## src/hw/servo_alarm_pkg.sv

```systemverilog
// constants, codes and register map for the servo alarm detector
// Behaviour
// alarm 27.4 on oversized scaled command step
// alarm 27.5 on command arithmetic fault
// alarm 27.6: link up during tool run
// alarm 29.1 on init position overflow
// alarm 29.2 on pulse position error overflow
// alarm 29.2 on command-unit error overflow
// alarm 29.3 on origin distance times gear overflow
// alarm 30.0 when either safety input off
// select 0: both limits on gives 38.0
// select 2: either limit on gives 38.0
// select 0, link down, limit: tool command 38.1
// limit turning on during tool run: 38.1
// alarm 40.0 on backup capacitor loss
// alarm 40 clear needs encoder setup after battery
// hold main/sub pair until cleared
package servo_alarm_pkg;
    // ******************************
    // register byte offsets
    // ******************************
    localparam logic [7:0] OFS_CTRL = 8'h00;
    localparam logic [7:0] OFS_CMD_LIMIT = 8'h04;
    localparam logic [7:0] OFS_ORIGIN_DIST = 8'h08;
    localparam logic [7:0] OFS_GEAR_NUM = 8'h0C;
    localparam logic [7:0] OFS_GEAR_DEN = 8'h10;
    localparam logic [7:0] OFS_ALARM = 8'h14;
    localparam logic [7:0] OFS_IRQ_STATUS = 8'h18;
    localparam logic [7:0] OFS_IRQ_CLEAR = 8'h1C;
    localparam logic [7:0] OFS_IRQ_ENABLE = 8'h20;
    localparam logic [7:0] OFS_PIN_STATE = 8'h24;
    // ******************************
    // control fields and reset values
    // ******************************
    localparam int CTRL_SEL_LSB = 0;
    localparam int CTRL_CLEAR_BIT = 8;
    localparam int CTRL_SETUP_BIT = 9;
    localparam int ALARM_ACTIVE_BIT = 16;
    localparam int PIN_SETUP_BIT = 8;
    localparam logic [1:0] SEL_BOTH = 2'h0;
    localparam logic [1:0] SEL_EITHER = 2'h2;
    localparam logic [1:0] RST_SEL = 2'h0;
    localparam logic [31:0] RST_CMD_LIMIT = 32'hFFFFFFFF;
    localparam logic [31:0] RST_ORIGIN_DIST = 32'h00000000;
    localparam logic [31:0] RST_GEAR = 32'h00000001;
    localparam logic [9:0] RST_IRQ = 10'h000;
    localparam logic [1:0] RESP_OKAY = 2'h0;
    localparam logic [1:0] RESP_SLVERR = 2'h2;
    // ******************************
    // overflow thresholds (magnitudes)
    // ******************************
    localparam logic signed [63:0] LIM_2P31 = 64'sh0000000080000000;
    localparam logic signed [63:0] LIM_2P29 = 64'sh0000000020000000;
    localparam logic signed [63:0] LIM_2P30 = 64'sh0000000040000000;
    // ******************************
    // synchronised pin positions
    // ******************************
    localparam int PIN_LINK = 0;
    localparam int PIN_SAFE1 = 1;
    localparam int PIN_SAFE2 = 2;
    localparam int PIN_FWD = 3;
    localparam int PIN_REV = 4;
    localparam int PIN_ENC_LOST = 5;
    localparam int PIN_BAT_LOST = 6;
    localparam int PIN_CAP_LOW = 7;
    localparam int NUM_PINS = 8;
    // ******************************
    // events, one status bit each, lowest index wins capture
    // ******************************
    localparam int EV_CMD_STEP = 0;
    localparam int EV_CMD_ARITH = 1;
    localparam int EV_OP_DUP = 2;
    localparam int EV_INIT_OVF = 3;
    localparam int EV_ERR_OVF = 4;
    localparam int EV_ORIGIN_OVF = 5;
    localparam int EV_SAFETY = 6;
    localparam int EV_PROHIB1 = 7;
    localparam int EV_PROHIB2 = 8;
    localparam int EV_BACKUP = 9;
    localparam int NUM_EV = 10;
    localparam logic [9:0][7:0] EV_MAIN = {8'h28, 8'h26, 8'h26, 8'h1E, 8'h1D,
                                           8'h1D, 8'h1D, 8'h1B, 8'h1B, 8'h1B};
    localparam logic [9:0][7:0] EV_SUB = {8'h00, 8'h01, 8'h00, 8'h00, 8'h03,
                                          8'h02, 8'h01, 8'h06, 8'h05, 8'h04};
    localparam logic [7:0] MAIN_BACKUP = 8'h28;
    // alarm holder states
    typedef enum logic [1:0] {
        ALM_IDLE = 2'b01,
        ALM_HELD = 2'b10
    } alarm_state_e;
endpackage

```

## src/hw/servo_alarm_detect.sv

```systemverilog
// alarm detector with axi4-lite register slave and level interrupt
//
// The placing of the registers and the AXI4-Lite interface to the registers were chosen for this implementation.
`timescale 1ns/100ps
module servo_alarm_detect #(
    parameter int VAL_W = 48
) (
    input wire logic aclk,
    input wire logic aresetn,
    // axi4-lite slave
    input wire logic [7:0] s_axi_awaddr,
    input wire logic s_axi_awvalid,
    output logic s_axi_awready,
    input wire logic [31:0] s_axi_wdata,
    input wire logic [3:0] s_axi_wstrb,
    input wire logic s_axi_wvalid,
    output logic s_axi_wready,
    output logic [1:0] s_axi_bresp,
    output logic s_axi_bvalid,
    input wire logic s_axi_bready,
    input wire logic [7:0] s_axi_araddr,
    input wire logic s_axi_arvalid,
    output logic s_axi_arready,
    output logic [31:0] s_axi_rdata,
    output logic [1:0] s_axi_rresp,
    output logic s_axi_rvalid,
    input wire logic s_axi_rready,
    // same-clock inputs from the command path
    input wire logic signed [31:0] cmd_step,
    input wire logic cmd_step_valid,
    input wire logic cmd_arith_fault,
    input wire logic signed [VAL_W-1:0] init_scaled_pos,
    input wire logic init_valid,
    input wire logic signed [VAL_W-1:0] pos_err_pulses,
    input wire logic signed [VAL_W-1:0] pos_err_cmd_units,
    input wire logic pos_err_valid,
    input wire logic tool_op_start,
    input wire logic tool_op_active,
    // asynchronous pins
    input wire logic fieldbus_link_up,
    input wire logic safety_input_1,
    input wire logic safety_input_2,
    input wire logic forward_limit_input,
    input wire logic reverse_limit_input,
    input wire logic encoder_supply_lost,
    input wire logic battery_supply_lost,
    input wire logic backup_cap_low,
    // alarm report
    output logic alarm_active,
    output logic [7:0] alarm_main,
    output logic [7:0] alarm_sub,
    output logic irq
);
    import servo_alarm_pkg::*;

    // ******************************
    // state
    // ******************************
    typedef struct packed {
        alarm_state_e st;           // alarm holder
        logic [7:0] alm_main;       // held main number
        logic [7:0] alm_sub;        // held sub number
        logic setup_done;           // encoder set up since last backup loss
        logic [NUM_PINS-1:0] sync1; // first synchroniser stage
        logic [NUM_PINS-1:0] sync2; // second stage, safe to use
        logic [NUM_PINS-1:0] prev;  // previous value for edges
        logic [1:0] prohib_sel;     // prohibition_input_select
        logic [31:0] cmd_limit;
        logic [31:0] origin_dist;   // origin_return_final_distance
        logic [31:0] gear_num;
        logic [31:0] gear_den;
        logic [NUM_EV-1:0] irq_status;
        logic [NUM_EV-1:0] irq_enable;
        logic irq;
        logic aw_held;
        logic [7:0] aw_addr;
        logic w_held;
        logic [31:0] w_data;
        logic [3:0] w_strb;
        logic bvalid;
        logic [1:0] bresp;
        logic rvalid;
        logic [31:0] rdata;
        logic [1:0] rresp;
    } state_s;

    state_s state_reg;  // registered state
    state_s state_next; // next state

    // ******************************
    // helpers
    // ******************************
    // true when |v| is strictly above lim
    function automatic logic over_mag(input logic signed [63:0] v,
                                      input logic signed [63:0] lim);
        return (v > lim) || (v < -lim);
    endfunction

    // byte-lane merge of a write into a word
    function automatic logic [31:0] merge(input logic [31:0] old,
                                          input logic [31:0] data,
                                          input logic [3:0] strb);
        logic [31:0] r;
        r = old;
        for (int i = 0; i < 4; i++) begin
            if (strb[i]) begin
                r[8*i +: 8] = data[8*i +: 8];
            end
        end
        return r;
    endfunction

    logic [NUM_PINS-1:0] pin_raw; // pins gathered for the synchroniser
    assign pin_raw = {backup_cap_low, battery_supply_lost, encoder_supply_lost,
                      reverse_limit_input, forward_limit_input, safety_input_2,
                      safety_input_1, fieldbus_link_up};

    // ******************************
    // next-state logic
    // ******************************
    always_comb begin
        logic [NUM_EV-1:0] ev;        // events detected this cycle
        logic [NUM_EV-1:0] clr;       // software clear mask
        logic signed [63:0] origin_prod;
        logic fwd;
        logic rev;
        logic lim_rise;
        logic do_write;
        logic clear_req;
        logic setup_req;
        logic [31:0] wword;
        ev = '0;
        clr = '0;
        // distance is signed, so extend its sign before the product
        origin_prod = 64'(signed'(state_reg.origin_dist)) * 64'({32'h0, state_reg.gear_num});
        fwd = state_reg.sync2[PIN_FWD];
        rev = state_reg.sync2[PIN_REV];
        lim_rise = (fwd & ~state_reg.prev[PIN_FWD]) | (rev & ~state_reg.prev[PIN_REV]);
        do_write = state_reg.aw_held && state_reg.w_held && !state_reg.bvalid;
        clear_req = 1'b0;
        setup_req = 1'b0;
        wword = '0;
        state_next = state_reg;

        // pins: two flops, then an edge-detect copy of stage two
        state_next.sync1 = pin_raw;
        state_next.sync2 = state_reg.sync1;
        state_next.prev = state_reg.sync2;

        // event detection
        ev[EV_CMD_STEP] = cmd_step_valid
            && over_mag(64'(cmd_step), 64'({32'h0, state_reg.cmd_limit}));
        ev[EV_CMD_ARITH] = cmd_arith_fault;
        // link coming up under a tool-driven run
        ev[EV_OP_DUP] = state_reg.sync2[PIN_LINK] && !state_reg.prev[PIN_LINK]
            && tool_op_active;
        ev[EV_INIT_OVF] = init_valid && over_mag(64'(init_scaled_pos), LIM_2P31);
        ev[EV_ERR_OVF] = pos_err_valid
            && (over_mag(64'(pos_err_pulses), LIM_2P29)
            || over_mag(64'(pos_err_cmd_units), LIM_2P30));
        // limit is 2^31 times the denominator; zero denominator is ignored
        ev[EV_ORIGIN_OVF] = (state_reg.gear_den != 32'h0)
            && over_mag(origin_prod, {1'b0, state_reg.gear_den, 31'h0});
        ev[EV_SAFETY] = !state_reg.sync2[PIN_SAFE1] || !state_reg.sync2[PIN_SAFE2];
        ev[EV_PROHIB1] = ((state_reg.prohib_sel == SEL_BOTH) && fwd && rev)
            || ((state_reg.prohib_sel == SEL_EITHER) && (fwd || rev));
        ev[EV_PROHIB2] = ((state_reg.prohib_sel == SEL_BOTH) && tool_op_start
            && !state_reg.sync2[PIN_LINK] && (fwd || rev))
            || (tool_op_active && lim_rise);
        // capacitor only counts once both supplies are gone
        ev[EV_BACKUP] = state_reg.sync2[PIN_CAP_LOW] && state_reg.sync2[PIN_ENC_LOST]
            && state_reg.sync2[PIN_BAT_LOST];

        // axi write channels: each is taken on its own, write when both held
        if (s_axi_awvalid && !state_reg.aw_held) begin
            state_next.aw_held = 1'b1;
            state_next.aw_addr = s_axi_awaddr;
        end
        if (s_axi_wvalid && !state_reg.w_held) begin
            state_next.w_held = 1'b1;
            state_next.w_data = s_axi_wdata;
            state_next.w_strb = s_axi_wstrb;
        end
        if (do_write) begin
            state_next.aw_held = 1'b0;
            state_next.w_held = 1'b0;
            state_next.bvalid = 1'b1;
            state_next.bresp = RESP_OKAY;
            wword = merge(32'h0, state_reg.w_data, state_reg.w_strb);
            case ({state_reg.aw_addr[7:2], 2'b00})
                OFS_CTRL: begin
                    if (state_reg.w_strb[0]) begin
                        state_next.prohib_sel = wword[CTRL_SEL_LSB +: 2];
                    end
                    // command bits act as one-cycle strobes
                    clear_req = state_reg.w_strb[1] && wword[CTRL_CLEAR_BIT];
                    setup_req = state_reg.w_strb[1] && wword[CTRL_SETUP_BIT];
                end
                OFS_CMD_LIMIT: begin
                    state_next.cmd_limit = merge(state_reg.cmd_limit, state_reg.w_data,
                                                 state_reg.w_strb);
                end
                OFS_ORIGIN_DIST: begin
                    state_next.origin_dist = merge(state_reg.origin_dist, state_reg.w_data,
                                                   state_reg.w_strb);
                end
                OFS_GEAR_NUM: begin
                    state_next.gear_num = merge(state_reg.gear_num, state_reg.w_data,
                                                state_reg.w_strb);
                end
                OFS_GEAR_DEN: begin
                    state_next.gear_den = merge(state_reg.gear_den, state_reg.w_data,
                                                state_reg.w_strb);
                end
                OFS_IRQ_CLEAR: begin
                    clr = wword[NUM_EV-1:0];
                end
                OFS_IRQ_ENABLE: begin
                    state_next.irq_enable = wword[NUM_EV-1:0];
                end
                OFS_ALARM, OFS_IRQ_STATUS, OFS_PIN_STATE: begin
                    // read-only, write ignored
                end
                default: begin
                    state_next.bresp = RESP_SLVERR;
                end
            endcase
        end
        if (state_reg.bvalid && s_axi_bready) begin
            state_next.bvalid = 1'b0;
        end

        // axi read: one word, answered the cycle after the address
        if (state_reg.rvalid && s_axi_rready) begin
            state_next.rvalid = 1'b0;
        end
        if (s_axi_arvalid && !state_reg.rvalid) begin
            state_next.rvalid = 1'b1;
            state_next.rresp = RESP_OKAY;
            state_next.rdata = '0;
            case ({s_axi_araddr[7:2], 2'b00})
                OFS_CTRL: state_next.rdata[CTRL_SEL_LSB +: 2] = state_reg.prohib_sel;
                OFS_CMD_LIMIT: state_next.rdata = state_reg.cmd_limit;
                OFS_ORIGIN_DIST: state_next.rdata = state_reg.origin_dist;
                OFS_GEAR_NUM: state_next.rdata = state_reg.gear_num;
                OFS_GEAR_DEN: state_next.rdata = state_reg.gear_den;
                OFS_ALARM: begin
                    state_next.rdata = {15'h0, state_reg.st == ALM_HELD,
                                        state_reg.alm_main, state_reg.alm_sub};
                end
                OFS_IRQ_STATUS: state_next.rdata[NUM_EV-1:0] = state_reg.irq_status;
                OFS_IRQ_CLEAR: state_next.rdata = '0;
                OFS_IRQ_ENABLE: state_next.rdata[NUM_EV-1:0] = state_reg.irq_enable;
                OFS_PIN_STATE: begin
                    state_next.rdata[NUM_PINS-1:0] = state_reg.sync2;
                    state_next.rdata[PIN_SETUP_BIT] = state_reg.setup_done;
                end
                default: state_next.rresp = RESP_SLVERR;
            endcase
        end

        // sticky status: a new event beats a clear in the same cycle
        state_next.irq_status = (state_reg.irq_status & ~clr) | ev;
        state_next.irq = |(state_next.irq_status & state_reg.irq_enable);

        // setup only counts with the battery back; a new loss voids it
        if (ev[EV_BACKUP]) begin
            state_next.setup_done = 1'b0;
        end else if (setup_req && !state_reg.sync2[PIN_BAT_LOST]) begin
            state_next.setup_done = 1'b1;
        end

        // alarm holder: first event wins, kept until an accepted clear
        case (state_reg.st)
            ALM_IDLE: begin
                for (int i = NUM_EV - 1; i >= 0; i--) begin
                    if (ev[i]) begin
                        state_next.alm_main = EV_MAIN[i];
                        state_next.alm_sub = EV_SUB[i];
                    end
                end
                if (|ev) begin
                    state_next.st = ALM_HELD;
                end
            end
            ALM_HELD: begin
                // backup alarm stays until the encoder is set up again
                if (clear_req && (state_reg.alm_main != MAIN_BACKUP
                    || state_reg.setup_done)) begin
                    state_next.st = ALM_IDLE;
                    state_next.alm_main = '0;
                    state_next.alm_sub = '0;
                end
            end
            default: begin
                state_next.st = ALM_IDLE;
            end
        endcase
    end

    // ******************************
    // state register, synchronous reset
    // ******************************
    always_ff @(posedge aclk) begin
        if (!aresetn) begin
            state_reg <= '0;
            state_reg.st <= ALM_IDLE;
            state_reg.prohib_sel <= RST_SEL;
            state_reg.cmd_limit <= RST_CMD_LIMIT;
            state_reg.origin_dist <= RST_ORIGIN_DIST;
            state_reg.gear_num <= RST_GEAR;
            state_reg.gear_den <= RST_GEAR;
            state_reg.irq_status <= RST_IRQ;
            state_reg.irq_enable <= RST_IRQ;
            // safety inputs read as on until sampled, avoiding a reset alarm
            state_reg.sync1 <= 8'h06;
            state_reg.sync2 <= 8'h06;
            state_reg.prev <= 8'h06;
        end else begin
            state_reg <= state_next;
        end
    end

    // ******************************
    // outputs
    // ******************************
    assign s_axi_awready = !state_reg.aw_held;
    assign s_axi_wready = !state_reg.w_held;
    assign s_axi_bvalid = state_reg.bvalid;
    assign s_axi_bresp = state_reg.bresp;
    assign s_axi_arready = !state_reg.rvalid;
    assign s_axi_rvalid = state_reg.rvalid;
    assign s_axi_rdata = state_reg.rdata;
    assign s_axi_rresp = state_reg.rresp;
    assign alarm_active = (state_reg.st == ALM_HELD);
    assign alarm_main = state_reg.alm_main;
    assign alarm_sub = state_reg.alm_sub;
    assign irq = state_reg.irq;

    logic ev_origin_seen; // helper for the origin overflow check
    assign ev_origin_seen = (state_reg.gear_den != 32'h0)
        && over_mag(64'(signed'(state_reg.origin_dist)) * 64'({32'h0, state_reg.gear_num}),
                    {1'b0, state_reg.gear_den, 31'h0});
endmodule

```

## config.mk

```make
export PLATFORM = sky130hd
export DESIGN_NAME = servo_alarm_detect
export DESIGN_NICKNAME = d
export VERILOG_FILES = /design/src/hw/servo_alarm_pkg.sv /design/src/hw/servo_alarm_detect.sv
export SDC_FILE = /design/constraint.sdc
export NUM_CORES = 2
export LEC_CHECK = 0
export BUFFER_PORTS_ARGS = -buffer_cell sky130_fd_sc_hd__buf_2
export CORE_MARGIN = 2
export CORE_UTILIZATION = 49
export CTS_CLUSTER_SIZE = 24
export DETAILED_ROUTE_END_ITERATION = 10
export PLACE_DENSITY = 0.66
export SETUP_SLACK_MARGIN = 0.3
export SLEW_MARGIN = 0
export SYNTH_ARGS = -nofsm -noshare
export SYNTH_HDL_FRONTEND = slang
export SYNTH_SLANG_ARGS = --single-unit
```

## constraint.sdc

```tcl
create_clock -name aclk -period 14.44 [get_ports aclk]
set_input_delay 0.722 -clock aclk [delete_from_list [all_inputs] [get_ports aclk]]
set_output_delay 0.722 -clock aclk [all_outputs]
set_load 0.01 [all_outputs]
```

* Word level (Yosys, flattened, before mapping)
Index checks and enable logic that the tools add are counted.
W data, S select, Z words.
** Cells by class
- Add/sub/neg operators :: 2
- $mul :: 1
- Order comparisons :: 10
- Equality and inequality tests :: 25
- Multiplexer cells :: 31
- Bitwise operators :: 10
- Reductions and logical operators :: 79
** Operators with widths (count)
- $mux W16 :: 10
- $pmux W22 S5 :: 1
- $gt A64 B64 Y1 :: 1
- $lt A32 B64 Y1 :: 1
- $lt A64 B64 Y1 :: 1
- $mul A32 B33 Y64 :: 1
- $neg A32 Y64 :: 1
- $neg A63 Y64 :: 1
- $pmux W7 S8 :: 1
- $reduce_and A3 Y1 :: 18
- $eq A6 B3 Y1 const B :: 8
- $gt A48 B31 Y1 const B :: 1
- $gt A48 B32 Y1 const B :: 1
- $gt A48 B33 Y1 const B :: 1
- $lt A48 B30 Y1 const B :: 1
- $lt A48 B31 Y1 const B :: 1
- $lt A48 B32 Y1 const B :: 1
- $reduce_or A10 Y1 :: 4
- $mux W35 :: 1
- $gt A32 B33 Y1 :: 1
- $pmux W16 S2 :: 1
- $reduce_bool A32 Y1 :: 1
- $logic_and A1 B1 Y1 :: 26
- $eq A6 B2 Y1 const B :: 4
- other kinds (29) :: 70
** Storage, ports and cells
- Flip-flop bits (word level) :: 275
- Bits of input ports :: 249
- Output and inout port bits :: 59
- Word-level logic and storage cells :: 195

* Longest topological paths before layout
- Word-level depth :: 15
- Mapped depth :: 45
- Gate-level depth less buffers :: 43

* Least setup slack after synthesis
OpenSTA, ideal clock, no wires.
- Path kind :: register to register
- Start :: register state_reg[200] in the netlist's numbering
- End :: register state_reg, in the netlist alarm_main[4]
- Setup time :: 0.117 ns
- Arrival time :: 10.666 ns
- Slack :: 3.657 ns
- Stages on the path, launching flop included :: 41
- Buffers on the path :: 2
- Period minus slack after synthesis :: 10.783 ns
- Cells stage by stage :: dfxtp_1 > clkbuf_1 > clkbuf_1 > nand2b_1 > fa_1 > fa_1 > inv_1 > fa_1 > fa_1 > fa_1 > fa_1 > fa_1 > inv_1 > fa_1 > inv_1 > ha_1 > a21oi_1 > a21oi_1 > [... 5 more ...] > o311ai_0 > o21a_1 > nand2b_1 > o21ai_0 > xor2_1 > ha_1 > nand4_1 > nor4_1 > o2111a_1 > nand4_1 > nor4_1 > nand4_1 > nor4_1 > o2111a_1 > or4_4 > o21ai_4 > or4_4 > a22o_1
** On the way
- Word-level cells in the longest chain between the ends :: 11
- Elaborated cells between the ends (all ways) :: 14
- Those cells by class :: mul: 1; order compare: 2; eq/ne: 1; mux: 7; reduce/logical: 3
** RTL lines
- start, declared :: RTL line servo_alarm_detect.sv:87 : state_s state_reg;
- start signal, assigned :: RTL line servo_alarm_detect.sv:320 : state_reg <= state_next;
- $mul A32 B33 Y64 (*)
- $gt A64 B64 Y1 or $lt A64 B64 Y1 (tied branches)
- $logic_or A1 B1 Y1 (*)
- $logic_and A1 B1 Y1 (*)
- $mux W16 (6 in a row) :: RTL line servo_alarm_detect.sv:277 : if (ev[i]) begin
- $pmux W16 S2 :: RTL line servo_alarm_detect.sv:274 : case (state_reg.st)
Mark *: on every way between the ends. The rest lies on a longest branch, timed or not.
A chain may end at the register's enable or synchronous reset.

* Worst setup path after layout
- Start :: register state_reg[181] in the netlist's numbering
- End :: register state_reg, in the netlist alarm_main[4]
Same word-level chain as after synthesis.

==> metrics <==
status finished, final reports clean; dominant cell type by area after synthesis fa_1; GP Congestion 0.951; NetSw 455 uW; CTS tree yes; area of the die 106,000 um^2; Slew HR 5.12%; DRT Wirelength 148,000 um; CP arrival 13.60 ns; Reg2Reg Launch Point state_reg[181]; mean area per synthesized cell 8.63 um^2; drt pass-1 iters 9; post-synth cell types 82; top post-synthesis cells by area fa_1 36%, ha_1 11%, dfxtp_1 10%; clock latency on the worst-skew pair 0.56 ns; Fin. Hold Viols 0; P_int 1210 uW; post-route cell area 53,800 um^2; Req. time, crit path 14.93 ns; row cnt 117; initial antenna violation count 4; # resized after CTS 0; Initial DRC Count 3,087; Hold WS 0.357 ns; number of enable flip-flop cells after synthesis 0; CP Launch Type register; Critical Path Sink Type register; number of flip-flops under the largest register name 200; Yosys reg bits 262; Post-CTS Setup Bufs 0; Comb pwr share 11.0%; Initial Util 49.5%; dpl cell area 52,900 um^2; vias in the first global route 41,915; Seq/Total Area, Yosys 10.4%; worst hold start s_axi_rready; die height 325 um; Synth warnings 0; Sw Ratio 27.3%; most frequent cells in the layout 1,080 x inv_1, 897 x fa_1, 654 x nand2_1; # DRC 0; PortBufs 294; WHS Endpoint s_axi_rvalid; Overflow after GRT 0; Hold WC Path Type input port to register; CTS clk-pin slew, worst paths 0.07 ns; P per Cell Area 31.0 nW/um^2; period utilization 90.7%; Critical Path Max Stage Delay 1.26 ns; Max FO, Critical Path 24; largest net degree at the start of global routing 112; RSZ-0062 raised after global routing no; Period minus WS final 13.10 ns; clk sink count 262; Reg2Reg Setup Slack 1.34 ns; GRT Total Usage 28.4%; most common cell after layout, fill and taps aside inv_1; hold depth 2; Max Clock Freq 0.0763 GHz; Mapped Area 50,500 um^2; crit-path most repeated cell fa_1; TritonCTS Buffers 26; Max stage delay cell, worst path dfxtp_1; Die Span X 325 um; FILL cells 9,619; Post-Syn Instances 5,852; Post-synth ARST share 0%; maximum vdd drop 0.0903 mV; wire per inst 20.3 um; total number of vias 40,556; MaxCap Viol Count 0; post-synth top area share 35.6%; Net count, final 7,512; CTS H-tree depth 1; Area growth syn-to-layout 6.51%; main flop type after synthesis dfxtp_1; Pins Over Slew Limit 0; fraction of layout cells with a size suffix above 1 7.96%; final setup fails 0; total power after layout 1670 uW; FF-to-FF path depth 42; DR vias/cell 5.55; TNS Setup 0 ns; leakage 0.0271 uW; IO Pins 308; Flop pwr share 46.9%; Reg-to-Reg End alarm_main[4]; slew at the pin closest to its max-slew limit 1.42 ns; HPWL after detailed placement 120,000 um; clock root buffer clkbuf_16; # hold bufs at CTS 0; Final Skew 0.0175 ns; global-route wire length before repair 238,000 um; critical path class register to register; clock buffer depth 3; core area 102,000 um^2; clock power share 42.1%; ANT nets after route 0
-- worst max-delay path: cells and delay by family, from the launching register on --
kind            cells  cell delay [ns]
compound gates     13             3.53
xor+xnor            1             0.28
fa+ha+maj          10             4.64
buf+inv             7             1.02
flops               1             1.26
simple gates       11             2.28
-- stage by stage --
step	instances	util [%]	setup slack, ns
2_1_floorplan	5860	-	3.66
3_3_place_gp	7254	51.9	1.60
3_5_place_dp	7254	51.9	1.62
4_1_cts	7301	52.7	1.54
5_1_grt	7301	52.7	0.725
6_report	7303	52.7	1.34
-- layer usage --
metal,global-route usage [%],vias to the layer above,wire length (um)
met2,46.2,1399,68100
li1,-,18430,-
met3,3.49,193,10500
met5,0,-,27
met4,7.18,4,3970
met1,40.1,20530,65300
-- cells by family (layout without fill, tap and decap cells) --
| family | Yosys count | count (layout) | synth area share (%) |
|---|---|---|---|
| AOI/OAI and AO/OA | 645 | 645 | 8.25 |
| xor gates and xnor gates | 102 | 102 | 1.77 |
| adders and majority gates | 1349 | 1349 | 46.7 |
| buffers and inverters | 1446 | 1519 | 11.1 |
| DFF | 262 | 262 | 10.4 |
| muxes | 115 | 115 | 2.28 |
| other | 1 | 11 | 0.00742 |
| and+or+nand+nor | 1932 | 1932 | 19.4 |
-- layout make-up --
class                           count  area, um^2  share of cell area, %
Inverter                         1082        4070                   7.56
Antenna cell                        2        5.00                0.00930
Clock inverter                     11         104                  0.193
Sequential cell                   262        5260                   9.77
Tap cell                         1368        1710                   3.18
Timing Repair Buffer              390        2200                   4.10
Multi-Input combinational cell   4152       39700                   73.8
Clock buffer                       36         769                   1.43
-- cells in the mapped netlist, drive strengths merged (7+ instances only) --
cell type	instances
o211ai	52
a21oi	217
ha	452
and3	11
buf	58
a31oi	14
nand2	654
o21bai	12
dfxtp	262
nand4	79
nand2b	35
nor2b	26
o21a	25
xnor2	90
nor2	249
clkbuf	306
and4	7
nor4b	9
or3	15
a211oi	18
and2	617
o21ai	106
a21o	39
nand3	69
o22ai	9
o31ai	12
a222oi	12
nor3	43
xor2	12
fa	897
or4	9
mux2i	113
nor4	92
a22oi	59
inv	1081
-- power by group through the flow --
stage	clock network (uW)	logic, uW	registers, uW
3_5_place_dp	0	182	796
6_report	702	184	781
3_3_place_gp	0	179	795
4_1_cts	709	182	779
5_1_grt	735	202	781
2_1_floorplan	0	112	775
-- how the worst max path moves through the flow --
stage                         from  cells past startpoint  slack, ns       endpoint
floorplan           state_reg[200]                     40       3.66  alarm_main[4]
global placement    state_reg[175]                     41       1.60  alarm_main[4]
detailed placement  state_reg[148]                     42       1.62  alarm_main[4]
CTS                 state_reg[175]                     41       1.54  alarm_main[4]
global route        state_reg[181]                     41       0.72  alarm_main[0]
finish              state_reg[181]                     42       1.34  alarm_main[4]
No activity file was read; power rests on OpenSTA's default activity.
